$ cat src/alarm_mon_pkg.sv
package alarm_mon_pkg;

    // register addresses on the host port
    localparam logic [7:0]  ADDR_ALARM_STATUS  = 8'h06;
    localparam logic [7:0]  ADDR_ALARM_MASK    = 8'h07;
    localparam logic [7:0]  ADDR_RX_INFO_ONE   = 8'h08;

    // values after reset
    localparam logic [7:0]  RST_STATUS         = 8'h00;
    localparam logic [7:0]  RST_MASK           = 8'h00;
    localparam logic [7:0]  RST_RDATA          = 8'h00;

    // alarm_status bit positions
    localparam int          BIT_UP_CODE        = 7;
    localparam int          BIT_DOWN_CODE      = 6;
    localparam int          BIT_TX_CLK_LOST    = 5;
    localparam int          BIT_UNFRAMED_ONES  = 4;
    localparam int          BIT_CARRIER_LOST   = 3;
    localparam int          BIT_CURRENT_LIMIT  = 2;
    localparam int          BIT_OPEN_CIRCUIT   = 1;
    localparam int          BIT_PSEUDORANDOM   = 0;
    // bits that interrupt on both edges
    localparam logic [7:0]  CHANGE_IRQ_BITS    = 8'h38;
    // latched bits of alarm_status, the rest are real time
    localparam logic [7:0]  LATCHED_BITS       = 8'hD8;

    // receive_info_one bit positions
    localparam int          BIT_ZERO_STRING    = 7;
    localparam int          BIT_SIXTEEN_ZERO   = 6;
    localparam int          BIT_CODEWORD       = 5;
    localparam int          BIT_LOSS_CLEARED   = 4;
    localparam int          BIT_ONES_CLEARED   = 3;
    localparam int          BIT_JITTER_TRIP    = 2;

    // zero-run thresholds in bits
    localparam logic [11:0] ZSTR_E1            = 12'h004;
    localparam logic [11:0] ZSTR_T1            = 12'h008;
    localparam logic [11:0] ZSTR_SIXTEEN       = 12'h010;
    localparam logic [11:0] LOSS_E1            = 12'h0FF;
    localparam logic [11:0] LOSS_E1_ALT        = 12'h800;
    localparam logic [11:0] LOSS_T1            = 12'h0C0;
    localparam logic [11:0] LOSS_T1_ALT        = 12'h608;
    // carrier recovery windows in bits, and ones needed
    localparam logic [7:0]  RECOV_WIN_E1       = 8'hFF;
    localparam logic [7:0]  RECOV_WIN_T1       = 8'h70;
    localparam logic [5:0]  RECOV_ONES_E1      = 6'h20;
    localparam logic [5:0]  RECOV_ONES_T1      = 6'h0E;
    // unframed all-ones windows and zero limits
    localparam logic [8:0]  UA_E1_LAST_BIT     = 9'h1FF;
    localparam logic [3:0]  UA_E1_SET_BELOW    = 4'h2;
    localparam logic [3:0]  UA_E1_CLR_ABOVE    = 4'h2;
    localparam logic [3:0]  UA_T1_SET_MAX      = 4'h5;
    localparam logic [3:0]  UA_T1_CLR_MIN      = 4'h6;

    // timing
    localparam int          CLK_PERIOD_NS      = 10;
    localparam int          TX_CLK_LOSS_NS     = 5000;
    localparam int          TX_CLK_LOSS_CYC    = TX_CLK_LOSS_NS / CLK_PERIOD_NS;
    localparam int          UA_T1_WIN_NS       = 3000000;
    localparam int          UA_T1_WIN_CYC      = UA_T1_WIN_NS / CLK_PERIOD_NS;

    // jitter attenuator fill limits
    localparam logic [6:0]  JA_TOP_TRIP        = 7'h7B;
    localparam logic [6:0]  JA_BOTTOM_TRIP     = 7'h04;

    typedef struct packed {
        logic up_code_seen;
        logic down_code_seen;
        logic tx_current_limit_hit;
        logic tx_open_circuit;
        logic pseudorandom_seen;
        logic line_codeword_seen;
    } alarm_in_t;

endpackage : alarm_mon_pkg

$ cat src/line_alarm_status_monitor.sv
// Function
// - latch up-code bit while up pattern received
// - latch down-code bit while down pattern received
// - tx clock idle 5us sets bit and pin
// - latch unframed all-ones bit on detection
// - E1 all-ones: zeros per 512 bits
// - T1 all-ones: zeros per 3ms window
// - latch carrier-loss bit while loss exists
// - E1 loss after 255 or 2048 zeros
// - E1 recovery: 32 ones in 255 bits
// - T1 loss after 192 or 1544 zeros
// - T1 recovery: 14 ones in 112 bits
// - current-limit bit follows limiter, real time
// - open-circuit bit follows detector, real time
// - pseudorandom bit follows pattern detector
// - mask bit one enables status interrupt
// - zero-string bit: 4 E1, 8 T1
// - sixteen-zero bit on 16-zero run
// - codeword bit on line codeword seen
// - latch carrier-loss-cleared on recovery
// - latch all-ones-cleared when all-ones ends
// - jitter trip within 4 of limit
// - latched bits clear on read unless persisting
// - mask write selects bits to refresh
// - change or set interrupts; read releases
`timescale 1ns/1ps
`default_nettype none

module line_alarm_status_monitor #(
    parameter int T1_UA_WIN_CYC = alarm_mon_pkg::UA_T1_WIN_CYC
) (
    input  wire logic                    ref_clk,              // 100 MHz clock
    input  wire logic                    rstn,                 // async reset, active low
    input  wire logic [7:0]              host_addr,            // register address
    input  wire logic [7:0]              host_wdata,           // write data
    input  wire logic                    host_wr,              // write pulse
    input  wire logic                    host_rd,              // read pulse
    output logic      [7:0]              host_rdata,           // read data, next cycle
    output logic                         int_n,                // interrupt, active low
    input  wire logic                    tx_line_clock,        // transmit line clock pin
    output logic                         tx_clock_lost,        // clock-loss pin
    input  wire logic                    rx_line_clk,          // recovered receive clock pin
    input  wire logic                    rx_line_pos,          // receive positive rail pin
    input  wire logic                    rx_line_neg,          // receive negative rail pin
    input  wire logic                    line_standard_select, // 0 E1, 1 T1
    input  wire logic                    loss_alt_threshold,   // long zero-run threshold
    input  wire alarm_mon_pkg::alarm_in_t alarm_in,            // detector levels
    input  wire logic [6:0]              ja_fill               // jitter buffer fill
);

    // pin synchronisers: tx clock, rx clock, pos, neg
    logic [3:0]  pin_meta_q;
    logic [3:0]  pin_sync_q;
    logic [1:0]  clk_prev_q;
    always_ff @(posedge ref_clk or negedge rstn) begin
        if (!rstn) begin
            pin_meta_q <= 4'h0;
            pin_sync_q <= 4'h0;
            clk_prev_q <= 2'h0;
        end else begin
            pin_meta_q <= {tx_line_clock, rx_line_clk, rx_line_pos, rx_line_neg};
            pin_sync_q <= pin_meta_q;
            clk_prev_q <= pin_sync_q[3:2];
        end
    end

    wire         tx_edge  = pin_sync_q[3] ^ clk_prev_q[1];
    wire         bit_stb  = pin_sync_q[2] & ~clk_prev_q[0];
    wire         rx_one   = pin_sync_q[1] | pin_sync_q[0];
    wire         is_t1    = line_standard_select;

    // transmit clock loss watchdog
    localparam logic [9:0] LOSS_CYC = 10'(alarm_mon_pkg::TX_CLK_LOSS_CYC);
    logic [9:0]  idle_q;
    logic        lost_q;
    wire  [9:0]  idle_d   = tx_edge ? 10'h000 : (lost_q ? idle_q : idle_q + 10'h001);
    always_ff @(posedge ref_clk or negedge rstn) begin
        if (!rstn) begin
            idle_q <= 10'h000;
            lost_q <= 1'b0;
        end else begin
            idle_q <= idle_d;
            lost_q <= !tx_edge && (idle_d >= LOSS_CYC);
        end
    end

    // zero run length, saturating
    logic [11:0] run_q;
    wire  [11:0] run_d    = rx_one ? 12'h000 : ((&run_q) ? run_q : run_q + 12'h001);
    wire  [11:0] loss_thr = is_t1 ? (loss_alt_threshold ? alarm_mon_pkg::LOSS_T1_ALT
                                                        : alarm_mon_pkg::LOSS_T1)
                                  : (loss_alt_threshold ? alarm_mon_pkg::LOSS_E1_ALT
                                                        : alarm_mon_pkg::LOSS_E1);
    wire  [11:0] zstr_thr = is_t1 ? alarm_mon_pkg::ZSTR_T1 : alarm_mon_pkg::ZSTR_E1;
    wire         zstr_ev  = bit_stb && (run_d >= zstr_thr);
    wire         z16_ev   = bit_stb && (run_d >= alarm_mon_pkg::ZSTR_SIXTEEN);

    // carrier loss with windowed recovery opened by the first one
    logic        loss_q;
    logic        win_on_q;
    logic [7:0]  win_bits_q;
    logic [5:0]  win_ones_q;
    wire  [7:0]  win_len  = is_t1 ? alarm_mon_pkg::RECOV_WIN_T1 : alarm_mon_pkg::RECOV_WIN_E1;
    wire  [5:0]  win_need = is_t1 ? alarm_mon_pkg::RECOV_ONES_T1 : alarm_mon_pkg::RECOV_ONES_E1;
    wire         win_open = win_on_q | rx_one;
    wire  [7:0]  bits_nx  = win_on_q ? win_bits_q + 8'h01 : 8'h01;
    wire  [5:0]  ones_nx  = (win_on_q ? win_ones_q : 6'h00) + {5'h00, rx_one};
    wire         loss_set = bit_stb && !loss_q && (run_d >= loss_thr);
    wire         recover  = bit_stb && loss_q && win_open && (ones_nx >= win_need);
    always_ff @(posedge ref_clk or negedge rstn) begin
        if (!rstn) begin
            run_q      <= 12'h000;
            loss_q     <= 1'b0;
            win_on_q   <= 1'b0;
            win_bits_q <= 8'h00;
            win_ones_q <= 6'h00;
        end else if (bit_stb) begin
            run_q      <= run_d;
            loss_q     <= loss_set | (loss_q & ~recover);
            win_on_q   <= loss_q && !recover && win_open && (bits_nx < win_len);
            win_bits_q <= bits_nx;
            win_ones_q <= ones_nx;
        end
    end

    // unframed all ones: bit window in E1, time window in T1
    logic [8:0]  ua_bits_q;
    logic [18:0] ua_time_q;
    logic [3:0]  ua_zero_q;
    logic        ua_q;
    wire         t1_end   = ua_time_q >= 19'(T1_UA_WIN_CYC - 1);
    wire         e1_end   = bit_stb && (ua_bits_q == alarm_mon_pkg::UA_E1_LAST_BIT);
    wire         ua_end   = is_t1 ? t1_end : e1_end;
    wire  [3:0]  zero_nx  = ((&ua_zero_q) || rx_one || !bit_stb) ? ua_zero_q
                                                                 : ua_zero_q + 4'h1;
    wire         ua_set   = ua_end && (is_t1 ? (zero_nx <= alarm_mon_pkg::UA_T1_SET_MAX)
                                             : (zero_nx <  alarm_mon_pkg::UA_E1_SET_BELOW));
    wire         ua_clr   = ua_end && (is_t1 ? (zero_nx >= alarm_mon_pkg::UA_T1_CLR_MIN)
                                             : (zero_nx >  alarm_mon_pkg::UA_E1_CLR_ABOVE));
    always_ff @(posedge ref_clk or negedge rstn) begin
        if (!rstn) begin
            ua_bits_q <= 9'h000;
            ua_time_q <= 19'h00000;
            ua_zero_q <= 4'h0;
            ua_q      <= 1'b0;
        end else begin
            ua_bits_q <= bit_stb ? ua_bits_q + 9'h001 : ua_bits_q;
            ua_time_q <= t1_end ? 19'h00000 : ua_time_q + 19'h00001;
            ua_zero_q <= ua_end ? 4'h0 : zero_nx;
            ua_q      <= ua_set | (ua_q & ~ua_clr);
        end
    end

    // host register port
    wire         at_status = (host_addr == alarm_mon_pkg::ADDR_ALARM_STATUS);
    wire         at_mask   = (host_addr == alarm_mon_pkg::ADDR_ALARM_MASK);
    wire         at_info   = (host_addr == alarm_mon_pkg::ADDR_RX_INFO_ONE);
    wire         wr_status = host_wr && at_status;
    wire         wr_mask   = host_wr && at_mask;
    wire         wr_info   = host_wr && at_info;
    wire         rd_status = host_rd && at_status;
    wire         rd_info   = host_rd && at_info;

    logic [7:0]  st_latch_q;
    logic [7:0]  st_view_q;
    logic [7:0]  st_sel_q;
    logic [7:0]  in_latch_q;
    logic [7:0]  in_view_q;
    logic [7:0]  in_sel_q;
    logic [7:0]  mask_q;
    logic [7:0]  pend_q;
    logic [7:0]  irq_src_q;
    logic        ua_prev_q;
    logic        loss_prev_q;

    // read clears what the last mask write exposed as set
    wire  [7:0]  st_clr  = rd_status ? (st_view_q & st_sel_q) : 8'h00;
    wire  [7:0]  in_clr  = rd_info ? (in_view_q & in_sel_q) : 8'h00;

    wire  [7:0]  st_set;
    assign st_set[alarm_mon_pkg::BIT_UP_CODE]       = alarm_in.up_code_seen;
    assign st_set[alarm_mon_pkg::BIT_DOWN_CODE]     = alarm_in.down_code_seen;
    assign st_set[alarm_mon_pkg::BIT_TX_CLK_LOST]   = 1'b0;
    assign st_set[alarm_mon_pkg::BIT_UNFRAMED_ONES] = ua_q;
    assign st_set[alarm_mon_pkg::BIT_CARRIER_LOST]  = loss_q;
    assign st_set[alarm_mon_pkg::BIT_CURRENT_LIMIT] = 1'b0;
    assign st_set[alarm_mon_pkg::BIT_OPEN_CIRCUIT]  = 1'b0;
    assign st_set[alarm_mon_pkg::BIT_PSEUDORANDOM]  = 1'b0;

    wire  [7:0]  st_live;
    assign st_live[7:6] = st_latch_q[7:6];
    assign st_live[5]   = lost_q;
    assign st_live[4:3] = st_latch_q[4:3];
    assign st_live[2]   = alarm_in.tx_current_limit_hit;
    assign st_live[1]   = alarm_in.tx_open_circuit;
    assign st_live[0]   = alarm_in.pseudorandom_seen;

    wire         ja_trip = (ja_fill >= alarm_mon_pkg::JA_TOP_TRIP)
                        || (ja_fill <= alarm_mon_pkg::JA_BOTTOM_TRIP);
    wire  [7:0]  in_set;
    assign in_set[alarm_mon_pkg::BIT_ZERO_STRING]  = zstr_ev;
    assign in_set[alarm_mon_pkg::BIT_SIXTEEN_ZERO] = z16_ev;
    assign in_set[alarm_mon_pkg::BIT_CODEWORD]     = alarm_in.line_codeword_seen;
    assign in_set[alarm_mon_pkg::BIT_LOSS_CLEARED] = recover;
    assign in_set[alarm_mon_pkg::BIT_ONES_CLEARED] = ua_prev_q & ~ua_q;
    assign in_set[alarm_mon_pkg::BIT_JITTER_TRIP]  = ja_trip;
    assign in_set[1:0] = 2'b00;

    // interrupt sources: level of change-type alarms, set state of the rest
    wire  [7:0]  irq_src = {st_live[7:6], lost_q, ua_q, loss_q, st_live[2:0]};
    wire  [7:0]  irq_ev  = ((irq_src ^ irq_src_q) & alarm_mon_pkg::CHANGE_IRQ_BITS)
                         | (irq_src & ~irq_src_q & ~alarm_mon_pkg::CHANGE_IRQ_BITS);
    wire  [7:0]  pend_d  = irq_ev | (pend_q & ~st_clr);

    wire  [7:0]  rdata_d = at_status ? st_view_q
                         : at_mask   ? mask_q
                         : at_info   ? in_view_q
                         : 8'h00;

    always_ff @(posedge ref_clk or negedge rstn) begin
        if (!rstn) begin
            st_latch_q  <= alarm_mon_pkg::RST_STATUS;
            st_view_q   <= alarm_mon_pkg::RST_STATUS;
            st_sel_q    <= alarm_mon_pkg::RST_STATUS;
            in_latch_q  <= alarm_mon_pkg::RST_STATUS;
            in_view_q   <= alarm_mon_pkg::RST_STATUS;
            in_sel_q    <= alarm_mon_pkg::RST_STATUS;
            mask_q      <= alarm_mon_pkg::RST_MASK;
            pend_q      <= alarm_mon_pkg::RST_STATUS;
            irq_src_q   <= alarm_mon_pkg::RST_STATUS;
            ua_prev_q   <= 1'b0;
            loss_prev_q <= 1'b0;
        end else begin
            // set wins over a clear in the same cycle
            st_latch_q  <= ((st_latch_q & ~st_clr) | st_set) & alarm_mon_pkg::LATCHED_BITS;
            in_latch_q  <= (in_latch_q & ~in_clr) | in_set;
            if (wr_status) begin
                st_view_q <= (st_view_q & ~host_wdata) | (st_live & host_wdata);
                st_sel_q  <= host_wdata;
            end
            if (wr_info) begin
                in_view_q <= (in_view_q & ~host_wdata) | (in_latch_q & host_wdata);
                in_sel_q  <= host_wdata;
            end
            if (wr_mask) begin
                mask_q    <= host_wdata;
            end
            pend_q      <= pend_d;
            irq_src_q   <= irq_src;
            ua_prev_q   <= ua_q;
            loss_prev_q <= loss_q;
        end
    end

    always_ff @(posedge ref_clk or negedge rstn) begin
        if (!rstn) begin
            host_rdata    <= alarm_mon_pkg::RST_RDATA;
            int_n         <= 1'b1;
            tx_clock_lost <= 1'b0;
        end else begin
            host_rdata    <= host_rd ? rdata_d : host_rdata;
            int_n         <= ~|(pend_q & mask_q);
            tx_clock_lost <= lost_q;
        end
    end
endmodule : line_alarm_status_monitor

`default_nettype wire

$ cat config.mk
export PLATFORM = sky130hd
export DESIGN_NAME = line_alarm_status_monitor
export DESIGN_NICKNAME = d
export VERILOG_FILES = /design/src/alarm_mon_pkg.sv /design/src/line_alarm_status_monitor.sv
export SDC_FILE = /design/constraint.sdc
export NUM_CORES = 1
export LEC_CHECK = 0
export ABC_AREA = 1
export CAP_MARGIN = 30
export CORE_UTILIZATION = 35
export CTS_BUF_LIST = sky130_fd_sc_hd__clkbuf_4
export CTS_CLUSTER_SIZE = 12
export DETAILED_ROUTE_END_ITERATION = 8
export DONT_BUFFER_PORTS = 1
export GPL_TIMING_DRIVEN = 0
export HOLD_SLACK_MARGIN = 0.1
export PLACE_DENSITY = 0.48
export SETUP_SLACK_MARGIN = 0.02
export SLEW_MARGIN = 15
export SYNTH_ARGS = -nofsm -noshare
export SYNTH_HDL_FRONTEND = slang
export SYNTH_SLANG_ARGS = --single-unit
$ cat constraint.sdc
create_clock -name ref_clk -period 5.5 [get_ports ref_clk]
set_input_delay 1.1 -clock ref_clk [delete_from_list [all_inputs] [get_ports ref_clk]]
set_output_delay 1.1 -clock ref_clk [all_outputs]
set_load 0.02 [all_outputs]
## Yosys cells after proc, flatten, opt, wreduce, memory -nomap -nowiden

Cells that the tools add are included.

| word-level totals | value |
|---|---|
| flip-flop bits (word level) | 161 |
| bits of input ports | 39 |
| output and inout port bits | 10 |
| word-level logic and storage cells | 139 |

| cells by class | value |
|---|---|
| $add $sub $neg | 7 |
| $lt $le $gt $ge | 13 |
| equal/unequal tests | 4 |
| multiplexer cells | 23 |
| bitwise gates (word level) | 35 |
| reductions and logical operators | 30 |

Operators by type and width:

| kind | count |
|---|---|
| $and 8x8->8 | 11 |
| $mux 8 | 7 |
| $mux 12 | 4 |
| $or 8x8->8 | 5 |
| $not 8->8 | 4 |
| $mux 10 | 2 |
| $add 19x1->19 const B | 1 |
| $ge 19x19->1 const B | 1 |
| $logic_and 1x1->1 | 19 |
| $mux 19 | 1 |
| $eq 8x3->1 const B | 2 |
| $add 12x1->12 const B | 1 |
| $ge 12x12->1 | 1 |
| $ge 12x4->1 | 1 |
| $ge 12x5->1 const B | 1 |
| $mux 4 | 3 |
| $mux 6 | 2 |
| $reduce_and 12->1 | 1 |
| $mux 11 | 1 |
| $add 10x1->10 const B | 1 |
| $ge 10x9->1 const B | 1 |
| $add 9x1->9 const B | 1 |
| $eq 9x9->1 const B | 1 |
| $add 8x1->8 const B | 1 |
| 22 further kinds | 39 |

## Depth between registers and ports, before layout

| logic depth | value |
|---|---|
| word-level depth | 11 |
| depth in mapped cells | 18 |
| depth with buffers taken out | 17 |

## Worst setup path before layout

OpenSTA, ideal clock, no wires.

| timing path | value |
|---|---|
| path type | in2reg |
| from | input port line_standard_select |
| to | register loss_q |
| library setup time | 116 ps |
| arrival | 2,507 ps |
| data required time | 5,384 ps |
| slack | 2,877 ps |
| cell stages on the path | 12 |
| buffers on the path | 0 |
| cell sequence | inv_1 > ha_1 > inv_1 > ha_1 > a21oi_1 > nor2_1 > a211oi_1 > nor2_1 > nor2_1 > nand3_1 > nand2_1 > nand2_1 |

| on the way | value |
|---|---|
| word-level cells in the longest chain between the ends | 6 |
| elaborated cells between the ends (all ways) | 9 |
| those cells by class | 2 x order compare; 2 x mux; 3 x bitwise; 2 x reduce/logical |

RTL lines:

| what | RTL line | RTL |
|---|---|---|
| start, declared | line_alarm_status_monitor.sv:45 | `input wire logic line_standard_select,` |
| $mux 6 | line_alarm_status_monitor.sv:104 | `wire [5:0] win_need = is_t1 ? alarm_mon_pkg::RECOV_ONES_T1 : alarm_mon_pkg::RECOV_ONES_E1;` |
| $ge 6x6->1 | line_alarm_status_monitor.sv:109 | `wire recover = bit_stb && loss_q && win_open && (ones_nx >= win_need);` |
| $logic_and 1x1->1 | line_alarm_status_monitor.sv:109 |  |
| $not 1->1 | line_alarm_status_monitor.sv:119 | `loss_q <= loss_set \| (loss_q & ~recover);` |
| $and 1x1->1 | line_alarm_status_monitor.sv:119 |  |
| $or 1x1->1 (*) | line_alarm_status_monitor.sv:119 |  |
| end signal, assigned | line_alarm_status_monitor.sv:119 |  |
| end, declared | line_alarm_status_monitor.sv:99 | `logic loss_q;` |

Mark *: on every way between the ends. The rest lies on a longest branch, timed or not.
A chain may end at the register's enable or synchronous reset.

## Final worst setup path

| timing path | value |
|---|---|
| from | register pin_sync_q[0] |
| to | register in_latch_q[4] |

| on the way | value |
|---|---|
| word-level cells in the longest chain between the ends | 5 |
| elaborated cells between the ends (all ways) | 7 |
| those cells by class | 1 x add/sub; 1 x order compare; 3 x bitwise; 2 x reduce/logical |

RTL lines:

| what | RTL line | RTL |
|---|---|---|
| start, declared | line_alarm_status_monitor.sv:53 | `logic [3:0] pin_sync_q;` |
| start signal, assigned | line_alarm_status_monitor.sv:62 | `pin_sync_q <= pin_meta_q;` |
| $or 1x1->1 | line_alarm_status_monitor.sv:69 | `wire rx_one = pin_sync_q[1] \| pin_sync_q[0];` |
| $add 6x1->6 | line_alarm_status_monitor.sv:107 | `wire [5:0] ones_nx = (win_on_q ? win_ones_q : 6'h00) + {5'h00, rx_one};` |
| net ones_nx[2] | line_alarm_status_monitor.sv:107 |  |
| $ge 6x6->1 | line_alarm_status_monitor.sv:109 |  |
| $logic_and 1x1->1 | line_alarm_status_monitor.sv:109 |  |
| $or 8x8->8 | line_alarm_status_monitor.sv:236 | `in_latch_q <= (in_latch_q & ~in_clr) \| in_set;` |
| end signal, assigned | line_alarm_status_monitor.sv:225 | `in_latch_q <= alarm_mon_pkg::RST_STATUS;` |
| end signal, assigned | line_alarm_status_monitor.sv:236 |  |
| end, declared | line_alarm_status_monitor.sv:167 | `logic [7:0] in_latch_q;` |

The timed path passes the listed nets, and every way through them passes these cells.

==> flow_summary.yaml <==
floorplan:
  floorplan.die.height_um: 153
  initial_core_util_pct: 36.1
  die_w_um: 153
  fp.dieArea_sq_um: 23300
  row_count: 54
  num_io_pins: 49
  floorplan.core_area_sq_um: 22000
synth:
  synth_edf_count: 0
  synth_cell_types: 47
  mapped_area_sq_um: 7940
  post_synthesis_compound_gate_area_fraction_pct: 10.6
  post_synth_and_or_nand_nor_area_fraction_pct: 23.3
  synth_adder_area_share_pct: 5.51
  postSynthRegisterBits: 159
  seq_area_frac_synth_pct: 50.1
  main_combinational_cell_family_by_area_after_synthesis: "simple AND/OR/NAND/NOR gates"
  synth_nets: 1020
  synth-async-reset-ratio_pct: 100
  synthXorXnorAreaFrac_pct: 2.43
  syn-mean-instance-area_sq_um: 8.40
  syn-instance-count: 946
  synth.area.mux_share_pct: 0.567
  yosys_most_used_dff: "dfrtp_1"
  yosysWarningCount: 0
global_routing:
  first_global_vias: 5931
  antenna_found_initial: 1
  grt.overflow.total: 0
  gr-usage-all-layers_pct: 16.4
  grt_first_pass_wirelength_mm: 30.2
  grt_start_max_net_pins: 160
run_status:
  outcome: "finished, violations left"
  failed_checks: "DRC"
power:
  fin_total_pwr_uw: 2230
  power_frac_clock_pct: 35.6
  power.internal_uw: 1620
  power.density_nw_per_um2: 259
  switching_power_uw: 610
  sw_frac_of_total_pct: 27.3
  sequentialPowerShare_pct: 57.0
  share_comb_of_total_power_pct: 7.4
  power.leakage_uw: 0.00425
  worst_ir_drop_vdd_mv: 0.117
clock_network:
  cts_tree: "done"
  post_cts.resized_instances: 0
  cts.reportedPaths.clkPinSlew_ns: 0.16
  post_cts_setup_repair_bufs: 0
  root_buffer: "clkbuf_4"
  cts_buffers: 17
  insertion_delay_to_the_later_sink_of_the_worst_skew_pair_ns: 0.55
  clock_tree.htree_level_count: 4
  bufs_on_longest_clock_path: 2
  cts-hold-fix-buffers: 0
  number_of_sinks_handled_by_clock_tree_synthesis: 159
final_layout:
  most-common-layout-cells: "nand2_1 (222), dfrtp_1 (158), inv_1 (135)"
  layout-area-overhead-vs-synth_pct: 8.55
  final_layout_size_suffix_gt1_share_pct: 6.54
  filler_cell_count: 2270
  finish.net_count: 1039
  layout.cells.most_common: "nand2_1"
timing:
  setup_viol: 0
  final_period_minus_worst_setup_slack_ns: 3.18
  setup_total_negative_slack_ns: 0
  pin_slew_with_the_least_headroom_to_its_limit_ns: 0.744
  rsz_0062_raised_after_global_routing: "false"
  timing.final.hold_violations: 0
  timing.slew.headroom_pct: 50.1
  fmax_mhz: 314
  setup_ws_ns: 2.32
  slew_viol_final: 0
  final_min_period_over_clock_period_pct: 57.9
  skew_ns: 0.0228
placed_design:
  final_weighted_congestion_in_routability_driven_placement: 0.771
  dp_wirelength_mm: 12.4
  preCtsSetupSlack_ns: 2.23
  place.port_buffers: 0
worst_hold_path:
  hp-class: "in -> async"
setup_path:
  rrSetupSlack_ns: 2.32
  worst_ep_arrival_time_ns: 3.59
  start_point_of_the_critical_path: "pin_sync_q[0]"
  rr_worst_depth: 14
  worstPathMaxFanout: 5
  worst_r2r_endpoint: "in_latch_q[4]"
  critical_setup_path_class: "reg -> reg"
  critical_path.startpoint_type: "flop"
  setup.worst_path.end: "in_latch_q[4]"
  critical_path.endpoint_type: "flop"
  crit-reg2reg-launch: "pin_sync_q[0]"
  data_required_time_of_the_worst_path_ns: 5.91
drt:
  drt-vias-per-instance: 4.75
  detailedRoute.firstPassIterationCount: 9
  post_route_drc_violation_count: 6
  drt_iter0_markers: 391
  routed_wirelength_mm: 17.7
  dr_total_vias: 5978
  drt-wirelength-per-cell_um: 14.1
  postRouteAntennaNets: 0
job:
  max_cap_violations: 0
==> area by class of cell <==
type | count | area [sq um] | share of cell area [%]
Antenna cell | 1 | 2.50 | 0.0290
Buffer | 17 | 81.3 | 0.943
Clock buffer | 17 | 128 | 1.48
Clock inverter | 15 | 199 | 2.31
Inverter | 138 | 518 | 6.01
Multi-Input combinational cell | 632 | 3360 | 39.0
Sequential cell | 159 | 3980 | 46.2
Tap cell | 280 | 350 | 4.06
==> how the worst min path moves through the flow <==
stage	startpoint	end	depth (start not counted)
floorplan	pin_meta_q[0]	pin_sync_q[0]	0
global placement	pin_meta_q[3]	pin_sync_q[3]	0
detailed placement	pin_meta_q[0]	pin_sync_q[0]	0
CTS	rstn	asynchronous set/reset pin	0
global route	rstn	asynchronous set/reset pin	0
finish	rstn	st_sel_q[1]	0
==> cell families (layout without fill, tap and decap cells) <==
| family | after synthesis | count (layout) |
|---|---|---|
| buffers and inverters | 155 | 187 |
| multiplexers | 4 | 4 |
| flip-flops | 159 | 159 |
| AND/OR/NAND/NOR | 416 | 416 |
| adder cells (fa/ha/maj) | 35 | 35 |
| AO/OA/AOI/OAI | 155 | 155 |
| other | 0 | 1 |
| XOR/XNOR | 22 | 22 |
==> through the flow <==
| stage | hold WS (ns) | std cells | area, sq um | utilization, % |
|---|---|---|---|---|
| 6_report | 0.206 | 1259 | 8620 | 39.2 |
| 5_1_grt | 0.105 | 1259 | 8620 | 39.2 |
| 4_1_cts | 0.140 | 1258 | 8620 | 39.1 |
| 3_5_place_dp | 0.337 | 1226 | 8290 | 37.7 |
| 3_3_place_gp | 0.332 | 1226 | 8290 | 37.7 |
| 2_1_floorplan | 0.331 | 946 | 7940 | - |
==> power by group through the flow <==
stage	Clock, uW	Combinational [uW]	Sequential (uW)
floorplan	0	130	1280
global placement	0	165	1290
detailed placement	0	168	1290
CTS	827	169	1270
global route	884	195	1280
finish	794	166	1270
==> critical path, stage by stage, from the launching register on <==
cell,delay (ns)
dfrtp_1,0.39
nor2_1,0.40
inv_1,0.21
ha_1,0.27
ha_1,0.21
xor2_1,0.19
inv_1,0.06
ha_1,0.26
a21boi_0,0.12
o21ai_0,0.17
nand3b_1,0.12
nand2_1,0.07
inv_1,0.04
o21ai_0,0.37
o21ai_0,0.17
==> cell usage after synthesis (2+ instances only) <==
master | count | area (sq um)
a211oi_1 | 3 | 22.5
a21boi_0 | 2 | 15.0
a21oi_1 | 36 | 180
a31oi_1 | 2 | 12.5
a41oi_1 | 2 | 17.5
and3_1 | 3 | 18.8
buf_2 | 5 | 25.0
clkbuf_1 | 9 | 33.8
clkinv_1 | 2 | 7.51
dfrtp_1 | 158 | 3950
ha_1 | 35 | 438
inv_1 | 135 | 507
mux2_2 | 4 | 45.0
nand2_1 | 222 | 833
nand2_2 | 2 | 12.5
nand3_1 | 47 | 235
nand3_2 | 4 | 40.0
nand3b_1 | 6 | 45.0
nand4_1 | 16 | 100
nor2_1 | 74 | 278
nor2_2 | 3 | 18.8
nor2_4 | 2 | 22.5
nor3_1 | 24 | 120
nor3_2 | 2 | 20.0
nor3b_1 | 5 | 37.5
nor4_1 | 2 | 12.5
o21ai_0 | 84 | 420
o21ai_1 | 10 | 50.1
o21bai_1 | 4 | 30.0
o22ai_1 | 3 | 18.8
o31ai_1 | 4 | 30.0
xnor2_1 | 5 | 43.8
xor2_1 | 17 | 149
==> metal layers <==
layer  part of all wire [%]  track usage, %
met5                      0               0
met4                   0.91            4.14
met3                    3.7            4.01
met2                     45            25.9
met1                     50            22.4
No activity file was read; power rests on OpenSTA's default activity.
